File: config.mk
export PLATFORM = sky130hd
export DESIGN_NAME = eipu_top
export DESIGN_NICKNAME = d
export VERILOG_FILES = /design/src/hdl/eipu_pkg.sv /design/src/hdl/eipu_pin_detect.sv /design/src/hdl/eipu_top.sv
export SDC_FILE = /design/constraint.sdc
export NUM_CORES = 1
export LEC_CHECK = 0
export ABC_AREA = 0
export ABC_CLOCK_PERIOD_IN_PS = 1300
export BUFFER_PORTS_ARGS = -buffer_cell sky130_fd_sc_hd__buf_2
export CORE_AREA = 3 3 70 89
export DETAILED_ROUTE_END_ITERATION = 10
export DIE_AREA = 0 0 73 92
export PLACE_DENSITY_LB_ADDON = 0.1
export SYNTH_ARGS = -nofsm -noshare
export SYNTH_HDL_FRONTEND = slang
export SYNTH_SLANG_ARGS = --single-unit
File: constraint.sdc
create_clock -name clk -period 1.3 [get_ports clk]
set_input_delay 0.26 -clock clk [delete_from_list [all_inputs] [get_ports clk]]
set_output_delay 0.26 -clock clk [all_outputs]
set_load 0.005 [all_outputs]
File: src/hdl/eipu_pkg.sv
// Behaviour
// - Pin activity raises requests even when the pin is driven as an output.
// - Enabled level mode requests while the pin stays low and no power-down wake is running.
// - Edge modes need the I/O clock; low level is detected without it.
// - Power-down level wake samples the level twice on watchdog ticks.
// - Level gone before start-up ends: wake still happens, no level request.
// - Second pin sense in control bits 3:2: low, change, fall, rise.
// - First pin sense in control bits 1:0 with the same encoding.
// - Pin is sampled before edge detection; pulses over one clock caught.
// - Second pin request needs enable bit 7 and the global interrupt bit.
// - First pin request needs enable bit 6 and the global interrupt bit.
// - Event on the second pin sets flag bit 7.
// - Event on the first pin sets flag bit 6.
// - Flag clears on vector entry or by writing one; zero does nothing.
// - A pin in level mode always reads its flag as cleared.
// - Control register is eight bits read/write, reset to zero.
`default_nettype none

package eipu_pkg;

    // ==========================================================
    // Register map
    localparam logic [3:0] CTRL_OFS  = 4'h0;
    localparam logic [3:0] EN_OFS    = 4'h4;
    localparam logic [3:0] FLAG_OFS  = 4'h8;
    localparam logic [3:0] STAT_OFS  = 4'hc;
    localparam logic [7:0] CTRL_RST  = 8'h00;
    localparam logic [7:0] EN_RST    = 8'h00;
    localparam logic [7:0] FLAG_RST  = 8'h00;
    localparam int         EN_A_BIT  = 6;
    localparam int         EN_B_BIT  = 7;
    localparam int         FLAG_A_BIT = 6;
    localparam int         FLAG_B_BIT = 7;
    localparam int         NUM_PINS  = 2;

    // ==========================================================
    // Types
    typedef enum logic [1:0] {
        SENSE_LOW  = 2'b00,
        SENSE_ANY  = 2'b01,
        SENSE_FALL = 2'b10,
        SENSE_RISE = 2'b11
    } eipu_sense_t;

    typedef struct packed {
        logic        sleep_allow;
        logic        sleep_select_2;
        logic        sleep_select_1;
        logic        sleep_select_0;
        eipu_sense_t pin_b_sense;
        eipu_sense_t pin_a_sense;
    } eipu_ctrl_t;

    typedef enum logic [1:0] {
        WK_IDLE    = 2'b00,
        WK_FIRST   = 2'b01,
        WK_STARTUP = 2'b10
    } eipu_wake_t;

endpackage : eipu_pkg

`default_nettype wire

File: src/hdl/eipu_pin_detect.sv
`default_nettype none

module eipu_pin_detect (
    input  wire logic                 clk,
    input  wire logic                 reset_n,
    input  wire logic                 pin_raw,
    input  wire eipu_pkg::eipu_sense_t sense,
    input  wire logic                 io_clock_running,
    output logic                      event_pulse,
    output logic                      pin_low
);

    // ==========================================================
    // Synchroniser and history
    logic sync1_ff;
    logic sync2_ff;
    logic prev_ff;
    logic rise;
    logic fall;

    always_ff @(posedge clk) begin
        if (!reset_n) begin
            sync1_ff <= 1'b1;
            sync2_ff <= 1'b1;
            prev_ff  <= 1'b1;
        end else begin
            sync1_ff <= pin_raw;
            sync2_ff <= sync1_ff;
            prev_ff  <= sync2_ff;
        end
    end

    assign rise = sync2_ff & ~prev_ff;
    assign fall = ~sync2_ff & prev_ff;

    // ==========================================================
    // Edge decode, only while the I/O clock runs
    always_comb begin
        event_pulse = 1'b0;
        unique case (sense)
            eipu_pkg::SENSE_LOW:  event_pulse = 1'b0;
            eipu_pkg::SENSE_ANY:  event_pulse = rise | fall;
            eipu_pkg::SENSE_FALL: event_pulse = fall;
            eipu_pkg::SENSE_RISE: event_pulse = rise;
        endcase
        event_pulse = event_pulse & io_clock_running;
    end

    // Raw level bypasses all flops so a stopped clock still sees it
    assign pin_low = ~pin_raw;

endmodule : eipu_pin_detect

`default_nettype wire

File: src/hdl/eipu_top.sv
// The implementer's own choices: the Avalon-MM slave port and the register offsets.
`default_nettype none

module eipu_top (
    input  wire logic        clk,
    input  wire logic        reset_n,
    input  wire logic [3:0]  avs_address,
    input  wire logic        avs_read,
    input  wire logic        avs_write,
    input  wire logic [31:0] avs_writedata,
    output logic      [31:0] avs_readdata,
    output logic             avs_waitrequest,
    input  wire logic        ext_irq_pin_a,
    input  wire logic        ext_irq_pin_b,
    input  wire logic        global_irq_enable,
    input  wire logic        io_clock_running,
    input  wire logic [1:0]  irq_vector_entered,
    input  wire logic        power_down,
    input  wire logic        wdt_tick,
    input  wire logic        startup_done,
    output logic      [1:0]  irq_request,
    output logic             wake_up,
    output logic      [3:0]  sleep_ctrl
);

    // ==========================================================
    // Declarations
    eipu_pkg::eipu_ctrl_t  ctrl_ff;
    logic [7:0]            enable_ff;
    logic [7:0]            flags_ff;
    logic [7:0]            nxt_flags;
    logic                  ack_ff;
    logic [31:0]           rdata_ff;
    logic [31:0]           nxt_rdata;
    eipu_pkg::eipu_wake_t  wake_ff;
    eipu_pkg::eipu_wake_t  nxt_wake;
    logic                  req_any;
    logic                  wr_take;
    logic                  wr_ctrl;
    logic                  wr_en;
    logic                  wr_flag;
    logic [1:0]            pins;
    logic [1:0]            pin_event;
    logic [1:0]            pin_low;
    logic [1:0]            level_mode;
    logic [1:0]            pin_en;
    logic [1:0]            pin_flag;
    logic [1:0]            flag_clr;
    logic [1:0]            wake_low;
    logic                  any_wake_low;
    eipu_pkg::eipu_sense_t sense [2];

    // ==========================================================
    // Avalon-MM slave: one wait cycle, then the answer
    assign req_any         = avs_read | avs_write;
    assign avs_waitrequest = req_any & ~ack_ff;
    assign wr_take         = avs_write & ack_ff;
    assign wr_ctrl         = wr_take & (avs_address == eipu_pkg::CTRL_OFS);
    assign wr_en           = wr_take & (avs_address == eipu_pkg::EN_OFS);
    assign wr_flag         = wr_take & (avs_address == eipu_pkg::FLAG_OFS);

    always_ff @(posedge clk) begin
        if (!reset_n) begin
            ack_ff <= 1'b0;
        end else begin
            ack_ff <= req_any & ~ack_ff;
        end
    end

    // Read data is captured in the wait cycle, so it already stands
    // at the edge where waitrequest is seen low
    always_comb begin
        nxt_rdata = 32'h0000_0000;
        unique case (avs_address)
            eipu_pkg::CTRL_OFS: nxt_rdata[7:0] = ctrl_ff;
            eipu_pkg::EN_OFS:   nxt_rdata[7:0] = enable_ff;
            eipu_pkg::FLAG_OFS: nxt_rdata[7:0] = flags_ff;
            eipu_pkg::STAT_OFS: nxt_rdata[7:0] = {4'h0, irq_request, ~pins};
            default:            nxt_rdata = 32'h0000_0000;
        endcase
    end

    always_ff @(posedge clk) begin
        if (!reset_n) begin
            rdata_ff <= 32'h0000_0000;
        end else if (avs_read & ~ack_ff) begin
            rdata_ff <= nxt_rdata;
        end
    end

    assign avs_readdata = rdata_ff;

    // ==========================================================
    // Control and enable registers
    always_ff @(posedge clk) begin
        if (!reset_n) begin
            ctrl_ff <= eipu_pkg::eipu_ctrl_t'(eipu_pkg::CTRL_RST);
        end else if (wr_ctrl) begin
            ctrl_ff <= eipu_pkg::eipu_ctrl_t'(avs_writedata[7:0]);
        end
    end

    // Only the two enable bits exist; the rest read as zero
    always_ff @(posedge clk) begin
        if (!reset_n) begin
            enable_ff <= eipu_pkg::EN_RST;
        end else if (wr_en) begin
            enable_ff <= 8'h00;
            enable_ff[eipu_pkg::EN_A_BIT] <= avs_writedata[eipu_pkg::EN_A_BIT];
            enable_ff[eipu_pkg::EN_B_BIT] <= avs_writedata[eipu_pkg::EN_B_BIT];
        end
    end

    // Sleep bits are only stored here and handed to the core
    assign sleep_ctrl = {ctrl_ff.sleep_allow, ctrl_ff.sleep_select_2,
                         ctrl_ff.sleep_select_1, ctrl_ff.sleep_select_0};

    // ==========================================================
    // Per pin mapping
    // Pins are read straight from the pad, whatever the port direction
    assign pins     = {ext_irq_pin_b, ext_irq_pin_a};
    assign sense[0] = ctrl_ff.pin_a_sense;
    assign sense[1] = ctrl_ff.pin_b_sense;
    assign pin_en   = {enable_ff[eipu_pkg::EN_B_BIT],
                       enable_ff[eipu_pkg::EN_A_BIT]};
    assign pin_flag = {flags_ff[eipu_pkg::FLAG_B_BIT],
                       flags_ff[eipu_pkg::FLAG_A_BIT]};

    // ==========================================================
    // Detection, flags and requests per pin
    for (genvar i = 0; i < eipu_pkg::NUM_PINS; i++) begin : g_pin
        eipu_pin_detect i_eipu_pin_detect (
            .clk              (clk),
            .reset_n          (reset_n),
            .pin_raw          (pins[i]),
            .sense            (sense[i]),
            .io_clock_running (io_clock_running),
            .event_pulse      (pin_event[i]),
            .pin_low          (pin_low[i])
        );

        assign level_mode[i] = (sense[i] == eipu_pkg::SENSE_LOW);

        // Vector entry or a written one clears the flag
        assign flag_clr[i] = irq_vector_entered[i] |
                             (wr_flag & avs_writedata[eipu_pkg::FLAG_A_BIT + i]);

        // A level request stays off while a power-down wake is still
        // running, so a level that vanishes early gives no request
        assign irq_request[i] = pin_en[i] & global_irq_enable &
                                (level_mode[i] ?
                                 (pin_low[i] & (wake_ff == eipu_pkg::WK_IDLE)) :
                                 pin_flag[i]);

        // Level wake only for enabled pins in level mode
        assign wake_low[i] = pin_en[i] & level_mode[i] & pin_low[i];
    end

    always_comb begin
        nxt_flags = 8'h00;
        for (int k = 0; k < eipu_pkg::NUM_PINS; k++) begin
            if (level_mode[k]) begin
                nxt_flags[eipu_pkg::FLAG_A_BIT + k] = 1'b0;
            end else if (pin_event[k]) begin
                // A new event wins over a clear in the same cycle
                nxt_flags[eipu_pkg::FLAG_A_BIT + k] = 1'b1;
            end else if (flag_clr[k]) begin
                nxt_flags[eipu_pkg::FLAG_A_BIT + k] = 1'b0;
            end else begin
                nxt_flags[eipu_pkg::FLAG_A_BIT + k] = pin_flag[k];
            end
        end
    end

    always_ff @(posedge clk) begin
        if (!reset_n) begin
            flags_ff <= eipu_pkg::FLAG_RST;
        end else begin
            flags_ff <= nxt_flags;
        end
    end

    // ==========================================================
    // Power-down level wake
    // The level must be seen on two watchdog ticks in a row; this
    // filters noise at the cost of one extra tick of wake latency
    assign any_wake_low = |wake_low;

    always_comb begin
        nxt_wake = wake_ff;
        unique case (wake_ff)
            eipu_pkg::WK_IDLE: begin
                if (power_down & wdt_tick & any_wake_low) begin
                    nxt_wake = eipu_pkg::WK_FIRST;
                end
            end
            eipu_pkg::WK_FIRST: begin
                if (wdt_tick) begin
                    nxt_wake = any_wake_low ? eipu_pkg::WK_STARTUP
                                            : eipu_pkg::WK_IDLE;
                end
            end
            eipu_pkg::WK_STARTUP: begin
                if (startup_done) begin
                    nxt_wake = eipu_pkg::WK_IDLE;
                end
            end
            default: nxt_wake = eipu_pkg::WK_IDLE;
        endcase
    end

    always_ff @(posedge clk) begin
        if (!reset_n) begin
            wake_ff <= eipu_pkg::WK_IDLE;
        end else begin
            wake_ff <= nxt_wake;
        end
    end

    // Wake is kept up until start-up ends, even if the level is gone
    assign wake_up = (wake_ff == eipu_pkg::WK_STARTUP);

endmodule : eipu_top

`default_nettype wire

# == Word level (Yosys, flattened, before mapping) ==
# Cells that the tools add are included.
# totals
romBits,0
memories,0
ff_bits,35
elab_cells,97
ram_bits,0
latchBits,0
input_bits,49
# classes
bitwise_logic,40
n_eq_ne,14
order_cmp,0
n_reduce_logical,10
n_div,0
mul,0
n_addsub,0
shifts,0
muxes,14
# ops
op,count
one-hot mux 8 bit (4 select lines),1
AND 1 bit,26
"equality test 2 bit, second input constant",5
"equality test 4 bit, second input constant",2
two-way mux 2 bit,4
NOT 1 bit,8
one-hot mux 1 bit (4 select lines),2
"equality test 2 x 1 -> 1 bit, second input constant",3
logical NOT 2 bit,3
two-way mux 1 bit,6
one-hot mux 2 bit (3 select lines),1
OR reduction 2 bit,3
OR 1 bit,5
"equality test 4 x 3 -> 1 bit, second input constant",1
logical NOT 4 bit,1
"inequality test 2 bit, second input constant",2
nonzero test 2 bit,2
AND reduction 3 bit,1
"inequality test 2 x 1 -> 1 bit, second input constant",1
NOT 2 bit,1

# == Depth between registers and ports, before layout ==
# depth
depth_word,7
ltp_mapped,5
depth_no_buf,5

# == By module ==
# Synthesis repeated with hierarchy kept, for this count alone.
# unflattened
cells_unflattened,190
hier_area_um2,1625.3
# modules_own_cells
mod,area_per_inst_um2,instances,seq_area_each_um2,cells_per_inst
eipu_top,1337.5,1,460.4,158
eipu_pin_detect,143.9,2,60.1,16

# == Worst setup path after synthesis ==
# Ideal clock, no wire load.
# synth_path
path_type,reg-to-output
startpoint,register ctrl_ff[1] (netlist name)
endpoint,output irq_request[0]
required_ns,1.040
setup_slack_ns,-0.140
arrival_time_ns,1.180
path_stages_with_launch,4
cell_sequence,dfxtp_1 or4_1 o31a_1 inv_1
# synth_between
elab_chain_len,3
# synth_lines
item,line_no,text
start: declaration,eipu_top.sv:28,eipu_pkg::eipu_ctrl_t ctrl_ff;
start signal: assignment,eipu_top.sv:97,ctrl_ff <= eipu_pkg::eipu_ctrl_t'(eipu_pkg::CTRL_RST);
start signal: assignment,eipu_top.sv:99,ctrl_ff <= eipu_pkg::eipu_ctrl_t'(avs_writedata[7:0]);
logical NOT 2 bit,eipu_top.sv:142,assign level_mode[i] = (sense[i] == eipu_pkg::SENSE_LOW);
two-way mux 1 bit,eipu_top.sv:151,(level_mode[i] ?
AND 1 bit,eipu_top.sv:150,assign irq_request[i] = pin_en[i] & global_irq_enable &
end: declaration,eipu_top.sv:21,"output logic [1:0] irq_request,"
# Every way passes these cells.

# == Worst setup path in the final report ==
# Same ends and word-level chain as after synthesis.

==> impl_metrics.py <==
metrics = {
    "critical_path": {
        "worst_setup_path_end_kind": "output port",
        "arrival_ns": 1.56,
        "worst_setup_path_start_kind": "flop",
        "critPathMaxFanout": 2,
        "worstSetupPathType": "reg2out",
        "cp.required_ns": 1.04,
    },
    "die": {
        "start_util": 0.298,
        "die_h_um": 92,
        "num_rows": 30,
        "core_area_um2": 5440,
        "dieArea_um2": 6720,
        "io_pins": 89,
        "die_w_um": 73,
    },
    "clock_network": {
        "clock_sinks": 29,
        "clkLatencyLatePin_ns": 0.28,
        "cts_tree": "built",
        "path_clk_slew_ns": 0.06,
        "cts_root_buf": "clkbuf_8",
        "ctsHtreeMaxLevel": 2,
        "clock_path_buffers": 2,
        "cts_made_buffers": 5,
        "hold_buffers": 0,
    },
    "synthesis": {
        "syn_area_per_cell_um2": 8.71,
        "synth_area_um2": 1620,
        "synthAdderAreaFrac": 0.0309,
        "synth_edf_count": 0,
        "synth_cell_types": 38,
        "synth-async-reset-ratio": 0,
        "syn_inst": 186,
        "synth_compound_area_frac": 0.188,
        "ys_ff_latch": 29,
        "ys.flop_type": "dfxtp_1",
        "synth_warnings": 0,
        "yosys.area_share.simple": 0.215,
        "ys_seq_area_frac": 0.358,
        "synthMuxAreaShare": 0.0255,
        "synth_top_family_by_area": "simple AND/OR/NAND/NOR gates",
        "synth-xor-area-share": 0,
    },
    "run_status": {
        "outcome": "finished with violations",
        "violations": "negative setup slack",
    },
    "placed_design": {
        "dp_slack_ns": -0.258,
        "hpwl_um": 3360,
        "placed_cells": 302,
        "globalplace.congestion": 0.761,
        "io_buffers": 40,
    },
    "routing": {
        "dr.max_layer_used": "met4",
        "via_per_inst": 4.57,
        "drtIter0Drc": 47,
        "drt-met1-wl_um": 1920,
        "wl_per_cell_um": 13.9,
        "via_count": 1420,
        "ant_nets": 0,
        "drt_first_pass_iters": 4,
        "wl_met3_um": 185,
        "routed_wl_um": 4310,
        "wl_met2_um": 2130,
        "drc": 0,
    },
    "timing": {
        "finalSetupViolCount": 5,
        "slew_viol_final": 0,
        "fmax_ghz": 0.549,
        "fin_crit_ns": 1.82,
        "rsz0062_at_grt": "yes",
        "fin_crit_sh": 1.40,
        "fin_ws_ns": -0.522,
        "hold_viol": 0,
        "clock_skew_ns": 0.00658,
    },
    "grt": {
        "grt_max_degree": 13,
        "antenna_found_initial": 0,
        "gr-total-overflow": 0,
        "grt_usage": 0.133,
        "grt_pass1_wl_um": 6820,
        "first_global_vias": 1430,
    },
    "worst_hold_path": {
        "worstHoldPathType": "in2reg",
    },
    "power": {
        "p_per_area_nw_per_um2": 930,
        "peakVddDrop_v": 0.000334,
        "p_leak_nw": 0.930,
    },
    "layout": {
        "finalNonFillerCells": 311,
        "syn_to_final_growth_pct": 29.5,
        "insertedDiodeCount": 0,
        "drive_above_1_share": 0.372,
        "nets": 299,
        "n_fill_cell": 585,
    },
    "flow_run": {
        "max_cap_violations": 0,
    },
}
-- metal layers --
metal / GRT usage / vias up
met3: 0.0362 / 7
li1: - / 736
met4: 0.0554 / 0
met1: 0.158 / 641
met5: 0 / -
met2: 0.220 / 36
-- cells by family after synthesis --
logic type,Yosys count
AO/OA/AOI/OAI,45
buffers and inverters,43
flip-flops,29
adder cells (fa/ha/maj),4
multiplexers,4
AND/OR/NAND/NOR,60
other,1
-- cells in the final DEF, fill, tap and decap left out, types with 2 or more instances in the layout --
master	count
buf_2	40
conb_1	24
dfxtp_1	23
buf_4	21
nand3_1	15
a21oi_1	13
nand2_1	12
inv_1	8
nand2b_1	7
o21ai_1	7
clkbuf_8	7
dfxtp_2	6
nor2_1	5
o2bb2ai_1	5
nor2b_1	4
a2bb2oi_1	4
ha_1	4
o21ai_0	3
mux2i_1	3
buf_6	3
or4_1	2
o2111ai_1	2
o31a_1	2
nor4b_4	2
o2111ai_2	2
nor4b_1	2
a211oi_2	2
-- Yosys cell counts (all sizes together) (5+ instances only) --
cell      n  area share
a21oi    14       0.043
buf      30        0.14
dfxtp    29        0.36
inv       8       0.019
nand2    12       0.028
nand2b    7       0.027
nand3    15       0.046
nor2      5       0.012
nor2b     5       0.019
o21ai    10       0.031
o2bb2ai   5       0.027
-- registers in the layout (all words and copies together) (netlist names) --
register and flops:
avs_readdata 8, ctrl_ff 4, sleep_ctrl 4, enable_ff 2
flags_ff 2, g_pin.i_eipu_pin_detect.prev_ff 2, g_pin.i_eipu_pin_detect.sync1_ff 2, g_pin.i_eipu_pin_detect.sync2_ff 2
wake_ff 2, ack_ff 1
-- area by class of cell --
cell class / count / area (um^2) / share of cell area
multi-input combinational: 137 / 903 / 0.431
sequential: 29 / 588 / 0.280
timing repair buffer: 64 / 392 / 0.187
clock buffer: 7 / 96.3 / 0.0459
tap: 64 / 80.1 / 0.0382
inverter: 9 / 33.8 / 0.0161
clock inverter: 1 / 5.00 / 0.00239
-- final timing paths --
check                                                      start                                              to  slack [ns]  cells past startpoint
setup / recovery                         ctrl_ff[1]$_SDFFE_PN0P_                                  irq_request[0]       -0.52                      4
setup reg to reg                         ctrl_ff[1]$_SDFFE_PN0P_                    avs_readdata[2]$_SDFFE_PN0P_       -0.18                      4
hold reg to reg   g_pin[0].i_eipu_pin_detect.sync1_ff$_SDFF_PN1_  g_pin[0].i_eipu_pin_detect.sync2_ff$_SDFF_PN1_        0.41                      1
hold / removal                                  avs_writedata[4]                      sleep_ctrl[0]$_SDFFE_PN0P_        0.22                      3
-- critical path: stages (launching register included) --
cell and delay (ns):
dfxtp_2 0.32, or4_4 0.53, o31a_1 0.28, inv_1 0.05
buf_2 0.10
-- power by group --
part           leakage, nW  internal (W)  switching, W
Clock               0.0542      0.000478      0.000363
Sequential           0.238      0.000900    0.00000516
Combinational        0.638     0.0000868      0.000119
-- stage by stage --
step	cell area, um^2	TNS, ns	hold WS [ns]	power (W)	utilization
final	2100	-1.35	0.224	0.00195	0.386
after global routing	2100	-1.61	0.230	0.00206	0.386
after floorplan	1720	-0.445	0.361	0.00108	-
after CTS	2040	-1.35	0.221	0.00197	0.374
after detailed placement	1910	-1.88	0.395	0.00113	0.350
after global placement	1910	-1.78	0.389	0.00113	0.350
-- what timing repair did --
action,CTS,global route
gates resized for setup,8,10
setup endpoints to repair,6,8
buffers inserted,0,1
pin swaps,3,3
(Power assumes the default switching activity.)
